[config.mk]
export PLATFORM = sky130hd
export DESIGN_NAME = module_power_sequencer
export DESIGN_NICKNAME = d
export VERILOG_FILES = /design/src/pwrseq_pkg.sv /design/src/module_power_sequencer.sv /design/src/rail_filter.sv
export VERILOG_INCLUDE_DIRS = /design/src
export SDC_FILE = /design/constraint.sdc
export NUM_CORES = 1
export LEC_CHECK = 0
export ABC_CLOCK_PERIOD_IN_PS = 5450
export BUFFER_PORTS_ARGS = -buffer_cell sky130_fd_sc_hd__buf_2
export CELL_PAD_IN_SITES_DETAIL_PLACEMENT = 1
export CELL_PAD_IN_SITES_GLOBAL_PLACEMENT = 2
export CORE_MARGIN = 4
export CORE_UTILIZATION = 39
export DETAILED_ROUTE_END_ITERATION = 16
export GPL_TIMING_DRIVEN = 0
export MAX_ROUTING_LAYER = met4
export PLACE_DENSITY = 0.85
export SYNTH_ARGS = -nofsm -noshare
export SYNTH_HDL_FRONTEND = slang
export SYNTH_HIERARCHICAL = 1
export SYNTH_SLANG_ARGS = --single-unit
[constraint.sdc]
create_clock -name core_clk -period 5.45 [get_ports core_clk]
set_input_delay 0.545 -clock core_clk [delete_from_list [all_inputs] [get_ports core_clk]]
set_output_delay 0.545 -clock core_clk [all_outputs]
set_load 0.005 [all_outputs]
[src/pwrseq_map.svh]
`ifndef PWRSEQ_MAP_SVH
`define PWRSEQ_MAP_SVH

// Clock rate in kHz, so that millisecond figures convert without overflow.
`define PWRSEQ_CLK_KHZ        32'd40000
// Least time from supply on to active service, in ms.
`define PWRSEQ_ACTIVE_MS      32'd15000
// Restart pulse window, in ms.
`define PWRSEQ_RST_MIN_MS     32'd100
`define PWRSEQ_RST_MAX_MS     32'd150
// Pulse length aimed at, midway in the window, in ms.
`define PWRSEQ_RST_AIM_MS     32'd125
// Typical shutdown time, in ms; used only as a late-shutdown warning.
`define PWRSEQ_SHUT_TYP_MS    32'd12000
// Rail filter length in cycles.
`define PWRSEQ_FILT_CYC       4'h8
// Width of the time counter.
`define PWRSEQ_CNT_W          32

`endif

[src/pwrseq_pkg.sv]
package pwrseq_pkg;
	// Host view of the module's power state, one-hot.
	typedef enum logic [5:0] {
		ST_OFF      = 6'h01,
		ST_INIT     = 6'h02,
		ST_WAITLINK = 6'h04,
		ST_ACTIVE   = 6'h08,
		ST_FINAL    = 6'h10,
		ST_RESTART  = 6'h20
	} pwr_state_t;
endpackage

[src/module_power_sequencer.sv]
`include "pwrseq_map.svh"

// Overview of operation
// - Host keeps airplane request released while supply is applied to allow start.
// - Host treats power-up done only after USB link and driver are up.
// - Host detects power-off by the rail falling, not by a delay.
// - Host holds airplane request low to keep module off after shutdown.
// - Host restart pulse is low for 100 to 150 ms, then released.
// - Host uses the restart only for emergency recovery.
// - Host drives restart line open-collector only, never high.
// - Host drives no module pin high while module is off or switching.
module module_power_sequencer #(
	parameter logic [31:0] ACTIVE_CYC = 32'(`PWRSEQ_ACTIVE_MS * `PWRSEQ_CLK_KHZ),
	parameter logic [31:0] RST_CYC    = 32'(`PWRSEQ_RST_AIM_MS * `PWRSEQ_CLK_KHZ),
	parameter logic [31:0] SHUT_CYC   = 32'(`PWRSEQ_SHUT_TYP_MS * `PWRSEQ_CLK_KHZ)
) (
	input  wire logic core_clk,        // Clock, 40 MHz.
	input  wire logic rst,             // Synchronous reset, active high.
	input  wire logic clkEn,           // Clock enable; low freezes all state.
	input  wire logic supplyOn,        // Main supply is applied.
	input  wire logic ioReadyRail,     // Module ready rail level.
	input  wire logic usbReady,        // USB link up and driver loaded.
	input  wire logic shutdownReq,     // Pulse: shutdown command was sent.
	input  wire logic stayOffReq,      // Level: keep module off after shutdown.
	input  wire logic airplaneReq,     // Level: request airplane mode.
	input  wire logic restartReq,      // Pulse: emergency restart request.
	output logic      airplaneReqN_o,  // Airplane request pin output value.
	output logic      airplaneReqN_oe, // Airplane request pin drive enable.
	output logic      restartN_o,      // Restart line output value.
	output logic      restartN_oe,     // Restart line drive enable.
	output logic      hostMayAccess,   // Module accepts commands.
	output logic      moduleOff,       // Rail has fallen after shutdown.
	output logic      shutdownLate,    // Shutdown exceeds typical time.
	output logic      busy,            // Sequence in progress.
	output logic [5:0] powerState      // Current state code.
);
	// Restart pulse bounds in cycles; the aimed length is clamped into the window.
	localparam logic [31:0] RST_MIN_CYC = 32'(`PWRSEQ_RST_MIN_MS * `PWRSEQ_CLK_KHZ);
	localparam logic [31:0] RST_MAX_CYC = 32'(`PWRSEQ_RST_MAX_MS * `PWRSEQ_CLK_KHZ);
	localparam logic [31:0] RST_LEN     = (RST_CYC < RST_MIN_CYC) ? RST_MIN_CYC :
	                                      (RST_CYC > RST_MAX_CYC) ? RST_MAX_CYC : RST_CYC;

	// Sequence state, time in state and the host-side latches.
	pwrseq_pkg::pwr_state_t state_ff;
	pwrseq_pkg::pwr_state_t nxt_state;
	logic [`PWRSEQ_CNT_W-1:0] cnt_ff;
	logic [`PWRSEQ_CNT_W-1:0] nxt_cnt;
	logic                     stayOff_ff;
	logic                     nxt_stayOff;
	logic                     late_ff;
	logic                     nxt_late;
	logic                     off_ff;
	logic                     nxt_off;
	logic                     railUp;

	// Filtered view of the ready rail.
	rail_filter u_rail_filter (
		.core_clk   (core_clk),
		.rst        (rst),
		.clkEn      (clkEn),
		.rawLevel   (ioReadyRail),
		.cleanLevel (railUp)
	);

	// Counts time in the current state (saturating).
	function automatic logic [`PWRSEQ_CNT_W-1:0] bump(input logic [`PWRSEQ_CNT_W-1:0] c);
		bump = (c == '1) ? c : c + 1'b1;
	endfunction

	// Tells whether the sequencer sits in one given state.
	function automatic logic stateIs(input logic [5:0] s, input logic [5:0] want);
		stateIs = (s == want);
	endfunction

	// Next-state logic of the power sequence.
	always_comb
	begin
		// Everything holds by default while the time counter runs on.
		nxt_state   = state_ff;
		nxt_cnt     = bump(cnt_ff);
		nxt_stayOff = stayOff_ff;
		nxt_late    = late_ff;
		nxt_off     = off_ff;
		// An emergency restart overrides every state but a restart already running.
		if (restartReq && !stateIs(state_ff, pwrseq_pkg::ST_RESTART))
		begin
			nxt_state = pwrseq_pkg::ST_RESTART;
			nxt_cnt   = '0;
			nxt_off   = 1'b0;
		end
		else
		begin
			unique case (state_ff)
				pwrseq_pkg::ST_OFF:
				begin
					// Start only with the supply up and the stay-off latch clear.
					if (supplyOn && !stayOff_ff)
					begin
						nxt_state = pwrseq_pkg::ST_INIT;
						nxt_cnt   = '0;
						nxt_off   = 1'b0;
					end
				end
				pwrseq_pkg::ST_INIT:
				begin
					// Supply loss drops back to off; otherwise wait for time and rail.
					if (!supplyOn)
						nxt_state = pwrseq_pkg::ST_OFF;
					else if (cnt_ff >= ACTIVE_CYC && railUp)
						nxt_state = pwrseq_pkg::ST_WAITLINK;
				end
				pwrseq_pkg::ST_WAITLINK:
				begin
					// Access opens only after the USB link reports ready.
					if (!supplyOn)
						nxt_state = pwrseq_pkg::ST_OFF;
					else if (usbReady)
						nxt_state = pwrseq_pkg::ST_ACTIVE;
				end
				pwrseq_pkg::ST_ACTIVE:
				begin
					// A shutdown latches whether the module must be kept off afterwards.
					if (!supplyOn)
						nxt_state = pwrseq_pkg::ST_OFF;
					else if (shutdownReq)
					begin
						nxt_state   = pwrseq_pkg::ST_FINAL;
						nxt_cnt     = '0;
						nxt_late    = 1'b0;
						nxt_stayOff = stayOffReq;
					end
				end
				pwrseq_pkg::ST_FINAL:
				begin
					// No timeout: only the falling rail, a supply loss or a restart request ends finalization.
					// The late flag only warns; it never moves the state on.
					if (cnt_ff >= SHUT_CYC)
						nxt_late = 1'b1;
					if (!railUp || !supplyOn)
					begin
						nxt_state = pwrseq_pkg::ST_OFF;
						nxt_off   = 1'b1;
						// Without stay-off the counter restarts for the next boot.
						if (!stayOff_ff)
							nxt_cnt = '0;
					end
				end
				pwrseq_pkg::ST_RESTART:
				begin
					// Hold the line low for the pulse length, then release.
					if (cnt_ff >= RST_LEN - 32'h0000_0001)
					begin
						nxt_state   = pwrseq_pkg::ST_INIT;
						nxt_cnt     = '0;
						nxt_stayOff = 1'b0;
					end
				end
				// An illegal code falls back to off.
				default:
				begin
					nxt_state = pwrseq_pkg::ST_OFF;
					nxt_cnt   = '0;
				end
			endcase
		end
		// While off, the stay-off latch follows the host's release of its request.
		if (stateIs(state_ff, pwrseq_pkg::ST_OFF) && !stayOffReq)
			nxt_stayOff = 1'b0;
	end

	// Registers the sequence state.
	always_ff @(posedge core_clk)
	begin
		if (rst)
		begin
			state_ff   <= pwrseq_pkg::ST_OFF;
			cnt_ff     <= '0;
			stayOff_ff <= 1'b0;
			late_ff    <= 1'b0;
			off_ff     <= 1'b0;
		end
		// A low clock enable freezes every register.
		else if (clkEn)
		begin
			state_ff   <= nxt_state;
			cnt_ff     <= nxt_cnt;
			stayOff_ff <= nxt_stayOff;
			late_ff    <= nxt_late;
			off_ff     <= nxt_off;
		end
	end

	// Airplane pin: pulled low to request airplane or to keep the module off.
	// Otherwise released so the pin floats to normal mode without driving high.
	// The stay-off latch keeps it low so the module stays down after shutdown.
	assign airplaneReqN_o  = 1'b0;
	assign airplaneReqN_oe = airplaneReq || stayOff_ff;

	// Restart line: open-collector, only ever pulled low.
	assign restartN_o  = 1'b0;
	assign restartN_oe = stateIs(state_ff, pwrseq_pkg::ST_RESTART);

	// Access is granted only in the active state.
	assign hostMayAccess = stateIs(state_ff, pwrseq_pkg::ST_ACTIVE);

	// Busy covers every state in which a sequence is still running.
	assign busy          = stateIs(state_ff, pwrseq_pkg::ST_INIT)
	                    || stateIs(state_ff, pwrseq_pkg::ST_WAITLINK)
	                    || stateIs(state_ff, pwrseq_pkg::ST_FINAL)
	                    || stateIs(state_ff, pwrseq_pkg::ST_RESTART);

	// Registered status flags and the state code.
	assign moduleOff     = off_ff;
	assign shutdownLate  = late_ff;
	assign powerState    = state_ff;
endmodule

[src/rail_filter.sv]
`include "pwrseq_map.svh"

// Debounces the ready rail: the output changes only after a stable run.
module rail_filter (
	input  wire logic core_clk,  // Clock.
	input  wire logic rst,       // Synchronous reset, active high.
	input  wire logic clkEn,     // Clock enable.
	input  wire logic rawLevel,  // Rail level as sampled.
	output logic      cleanLevel // Filtered rail level.
);
	logic [3:0] runCnt_ff;
	logic [3:0] nxt_runCnt;
	logic       level_ff;
	logic       nxt_level;

	// Counts agreeing samples and adopts the new level after a full run.
	always_comb
	begin
		nxt_runCnt = 4'h0;
		nxt_level  = level_ff;
		if (rawLevel != level_ff)
		begin
			nxt_runCnt = runCnt_ff + 4'h1;
			if (nxt_runCnt == `PWRSEQ_FILT_CYC)
			begin
				nxt_level  = rawLevel;
				nxt_runCnt = 4'h0;
			end
		end
	end

	// Registers the filter state.
	always_ff @(posedge core_clk)
	begin
		if (rst)
		begin
			runCnt_ff <= 4'h0;
			level_ff  <= 1'b0;
		end
		else if (clkEn)
		begin
			runCnt_ff <= nxt_runCnt;
			level_ff  <= nxt_level;
		end
	end

	assign cleanLevel = level_ff;
endmodule

# Word-level counts from Yosys, hierarchy flattened
# Cells that the tools add are included.
# W data, S select, Z words.
# classes
add_sub_neg	2
n_lt_le_gt_ge	3
n_eq_ne	22
mux	36
n_bitwise	1
n_reduce_logical	23
# ops
op	n
$mux W32	8
$pmux W32 S5	1
$mux W6	10
$pmux W6 S6	1
$add A32 B1 Y32 const B	1
$eq A32 B32 Y1 const B	1
$ge A32 B23 Y1 const B	1
$ge A32 B29 Y1 const B	1
$ge A32 B30 Y1 const B	1
$reduce_and A6 Y1	2
$mux W1	11
$mux W4	2
$ne A4 B4 Y1 const B	2
$reduce_and A7 Y1	1
$eq A6 B1 Y1 const B	1
$eq A6 B2 Y1 const B	1
$eq A6 B3 Y1 const B	1
$eq A6 B4 Y1 const B	1
$eq A6 B5 Y1 const B	1
$eq A6 B6 Y1 const B	1
$ne A2 B2 Y1 const B	3
$ne A3 B1 Y1 const B	2
$ne A3 B2 Y1 const B	2
$ne A3 B3 Y1 const B	2
15 further kinds	29
# totals
reg_bits	46
input_bits	10
output_inout_bits	14
wordCells	94

# Longest topological paths before layout
# depth
word_depth	6
depth_mapped	11
ltp_nobuf	8

# By module
# Netlist, hierarchy kept.
# modules_own_cells
module	n_inst	cells_each	area_per_inst_um2	seq_area_each_um2
module_power_sequencer	1	383	2875.3	820.8
rail_filter	1	40	374.1	100.1

# Worst setup path after synthesis
# No wires, ideal clock.
# synth_path
path_kind	reg2reg
from	register state_ff[4], in the netlist powerState[4]
to	register cnt_ff[5]
setup_time_ns	0.074
arrival_time_ns	2.432
required_ns	5.376
path_slack_ns	2.944
stages_incl_launch_ff	11
path_buffers	3
synth_period_minus_slack_ns	2.506
path_cell_list	dfxtp_1 -> buf_6 -> or3_4 -> or4b_1 -> buf_6 -> o21ai_2 -> a311oi_4 -> a21oi_4 -> buf_6 -> or3b_1 -> a31oi_1
# synth_between
elab_chain_len	4
elab_cells_between_ends	11
classes_between	eq/ne: 6; mux: 2; reduce/logical: 3
# synth_lines
element	line_no	text
from (decl)	module_power_sequencer.sv:44	pwrseq_pkg::pwr_state_t state_ff;
from (signal assigned)	module_power_sequencer.sv:176	state_ff <= pwrseq_pkg::ST_OFF;
from (signal assigned)	module_power_sequencer.sv:185	state_ff <= nxt_state;
$eq A6 B2 Y1, or another cell as far along	module_power_sequencer.sv:93	unique case (state_ff)
$reduce_or A2 Y1 (no line) / $logic_not A1 Y1 (equally long branches)	-	
$pmux W32 S5 / $logic_and A1 B1 Y1 (equally long branches)	module_power_sequencer.sv:93, module_power_sequencer.sv:85	
$mux W32 (*)	module_power_sequencer.sv:85	if (restartReq && !stateIs(state_ff, pwrseq_pkg::ST_RESTART))
to (signal assigned)	module_power_sequencer.sv:186	cnt_ff <= nxt_cnt;
to (decl)	module_power_sequencer.sv:46	logic [`PWRSEQ_CNT_W-1:0] cnt_ff;
# Mark *: on every way between the ends. The rest lies on a longest branch, timed or not.
# A chain may end at the register's enable or synchronous reset.

# Final worst setup path
# layout_path
from	register cnt_ff[11]
to	register cnt_ff[28]
# layout_between
elab_chain_len	6
elab_cells_between_ends	12
classes_between	add/sub: 1; order compare: 1; eq/ne: 1; mux: 9
# layout_lines
element	line_no	text
$add A32 B1 Y32 / $eq A32 B32 Y1 (equally long branches)	module_power_sequencer.sv:67	bump = (c == '1) ? c : c + 1'b1;
$mux W32	module_power_sequencer.sv:67	
$mux W32 (on tied branches)	module_power_sequencer.sv:144, module_power_sequencer.sv:125	
$mux W32 (on tied branches)	module_power_sequencer.sv:139, module_power_sequencer.sv:123	
$pmux W32 S5 (*)	module_power_sequencer.sv:93	
$mux W32 (*)	module_power_sequencer.sv:85	
# Marked as above.

==> flow_summary.yaml <==
yosys:
  postSynthCellCount: 423
  ys_top_cells_by_area: "dfxtp_1 28%, nand3_1 6.2%, nor2_1 4.9%, a21oi_1 4.2%, nand2_1 4.2%"
  avgSynthCellArea_um2: 7.682
  async_flop_share_pct: 0
  synth_seq_cells: 46
  yosys.area.top_type: "dfxtp_1"
  ys_warn_count: 6
  ys_seq_area_share_pct: 28.34
  synth-main-ff-cell: "dfxtp_1"
  synth_top_area_share_pct: 28.34
  yosysMostFrequentCell: "dfxtp_1"
  synth_cell_type_count: 70
  synthTopCellsByCount: "46 x dfxtp_1, 42 x nor2_1, 40 x nand3_1, 36 x nand2_1, 27 x a21oi_1"
  netlist_area_mm2: 0.003249
  synth-edff-count: 0
critical_path:
  arrival_ps: 3290
  slowest_delay_ps: 660
  critical_path_class: "reg -> reg"
  crit_required_ps: 5680
  cp_max_fo: 10
  cp-end-kind: "flip-flop"
  crit_chain: "clkbuf_1 -> a2111oi_0 -> o211ai_1 -> nand3_1 -> a31oi_2 -> a211oi_4 -> buf_2 -> a21oi_1 -> nor2_1"
  start_kind: "flip-flop"
  cp_slowest_cell: "a2111oi_0"
  reg2reg_depth: 9
detailed_routing:
  drc: 0
  drtAntennaViolNets: 0
  routedWlPerCell_um: 18.50
  num_vias: 3326
  wl_um: 10290
  first_iter_violations: 125
  dr.pass1.iters: 4
  vias_per_cell: 5.982
clock_network:
  htree_levels: 2
  hold_buffers: 0
  clkLatencyLatePin_ps: 300
  clk_path_buf_depth: 2
  postCtsResizedCells: 0
  root_buffer: "clkbuf_8"
  cts_setup_buffers: 0
  numCtsBuffers: 5
  cts_num_sinks: 46
  clkTransAtPathRegs_ps: 80
  cts_tree: "done"
floorplan:
  dieHeight_um: 99.28
  initial_core_util_pct: 39.75
  pin_count: 24
  num_rows: 33
  core_area_mm2: 0.008175
  floorplan.die_area_mm2: 0.009857
  die_w_um: 99.28
power_and_ir_drop:
  p_int_w: 0.0004635
  p_comb_share_pct: 15.0
  p_sw_share_pct: 28.38
  p_switching_w: 0.0001837
  vdd_drop_max_v: 0.00007496
  clockPowerShare_pct: 32.1
  seqPwrFrac_pct: 52.9
  leakagePower_nw: 1.269
  powerDensity_mw_per_mm2: 181.8
global_route:
  antenna_found_initial: 0
  grt_start_max_net_pins: 13
  grt_use_total_pct: 22.03
  grt_pass1_vias: 3263
  overflow: 0
  grt_pass1_wl_um: 17140
place:
  port_buffers: 20
  place_ws_ps: 2441
  placed_area_mm2: 0.003485
  gp_congestion: 0.8654
  dp_hpwl_um: 7748
hold_path:
  min_path_type: "reg -> reg"
  hold_depth: 2
timing:
  setup_slack_ps: 2392
  whs_ps: 520.9
  max_freq_ghz: 0.3270
  worstMarginPinSlew_ps: 1048
  skew_ps: 7.770
  slew_headroom_pct: 29.37
  drv_slew: 0
  finalHoldViolations: 0
  period_share_pct: 56.12
  finalSetupViolCount: 0
  fin_tns_setup_ps: 0
  period_minus_slack_ps: 3058
  rsz0062_at_grt: "no"
run_status:
  status: "finished, final reports clean"
final_layout:
  final_area_mm2: 0.003561
  final_nets: 465
  n_antenna_cell: 0
  area_delta_synth_final_pct: 9.588
  drive_gt1_share_pct: 12.42
flow_run:
  cap_violations: 0
[through the flow]
step                std cells   power, W  util, %
global route              556  0.0006816    43.56
floorplan                 424  0.0004159        -
finish                    556  0.0006473    43.56
CTS                       556  0.0006550    43.56
detailed placement        549  0.0004472    42.62
global placement          549  0.0004453    42.62
[power groups by stage]
stage / Clock [W] / Sequential, W / Combinational (W)
CTS: 0.000215 / 0.000343 / 0.0000972
floorplan: 0 / 0.000350 / 0.0000660
detailed placement: 0 / 0.000350 / 0.0000967
global placement: 0 / 0.000350 / 0.0000952
global route: 0.000231 / 0.000343 / 0.000107
finish: 0.000208 / 0.000342 / 0.0000971
[metal layers]
layer	share of wire [%]	track usage, %	up-vias
li1	-	-	1631
met1	46	28.07	1640
met2	50	37.14	42
met3	2.7	2.454	13
met4	1.6	5.882	0
met5	0	-	-
[area by class of cell]
type | count | area, um2
Fill cell | 1056 | 4614
Multi-Input combinational cell | 339 | 2132
Sequential cell | 46 | 920.9
Buffer | 24 | 143.9
Tap cell | 105 | 131.4
Timing Repair Buffer | 20 | 100.1
Clock buffer | 7 | 76.32
Inverter | 15 | 56.30
[logic make-up (layout without fill, tap and decap cells)]
group / count (synthesis) / in the layout / share of synthesized area, %
AND/OR/NAND/NOR: 212 / 212 / 35.46
AO/OA/AOI/OAI: 108 / 108 / 24.72
flip-flops: 46 / 46 / 28.34
buffers and inverters: 39 / 66 / 6.161
XOR/XNOR: 9 / 9 / 2.426
adder cells (fa/ha/maj): 4 / 4 / 1.540
multiplexers: 4 / 4 / 1.232
other: 1 / 2 / 0.1154
[worst max-delay path: cells and delay by family, from the launching register on]
kind | cells | cell delay, ps
buffers and inverters | 2 | 590
AND/OR/NAND/NOR | 2 | 320
flip-flops | 1 | 300
AO/OA/AOI/OAI | 5 | 1780
[final timing paths]
path,start,slack [ps],end
max,cnt_ff[11],2390,cnt_ff[28]
min,cnt_ff[1],520,cnt_ff[1]
max reg2reg,cnt_ff[11],2390,cnt_ff[28]
min reg2reg,cnt_ff[1],520,cnt_ff[1]
[cells in the final DEF (no fill, tap or decap), types with 4 or more instances in the layout]
| cell type | count |
|---|---|
| nor3_1 | 14 |
| clkbuf_1 | 14 |
| clkbuf_8 | 5 |
| ha_1 | 4 |
| nor2b_1 | 5 |
| nand2b_1 | 7 |
| nand3_1 | 40 |
| dfxtp_1 | 46 |
| nand2_1 | 36 |
| and3_1 | 10 |
| a221o_1 | 4 |
| nand4_1 | 12 |
| and2_1 | 4 |
| or3_1 | 4 |
| inv_1 | 14 |
| a22o_1 | 8 |
| a21o_1 | 5 |
| buf_6 | 5 |
| nor4b_1 | 6 |
| or3b_1 | 4 |
| a211oi_1 | 4 |
| nand4b_1 | 4 |
| or2_2 | 4 |
| o21ai_0 | 9 |
| nor4_1 | 4 |
| a31oi_1 | 15 |
| xor2_1 | 4 |
| a21oi_1 | 27 |
| xnor2_1 | 5 |
| nor2_1 | 42 |
| buf_2 | 24 |
| o21ai_1 | 4 |
| mux2i_1 | 4 |
[registers in the layout, indices dropped and copies added, names as in the netlist]
signal	flops
cnt_ff	32
powerState	6
moduleOff	1
u_rail_filter/runCnt_ff	4
u_rail_filter/cleanLevel	1
shutdownLate	1
stayOff_ff	1
Power figures use the tool's default switching activity.
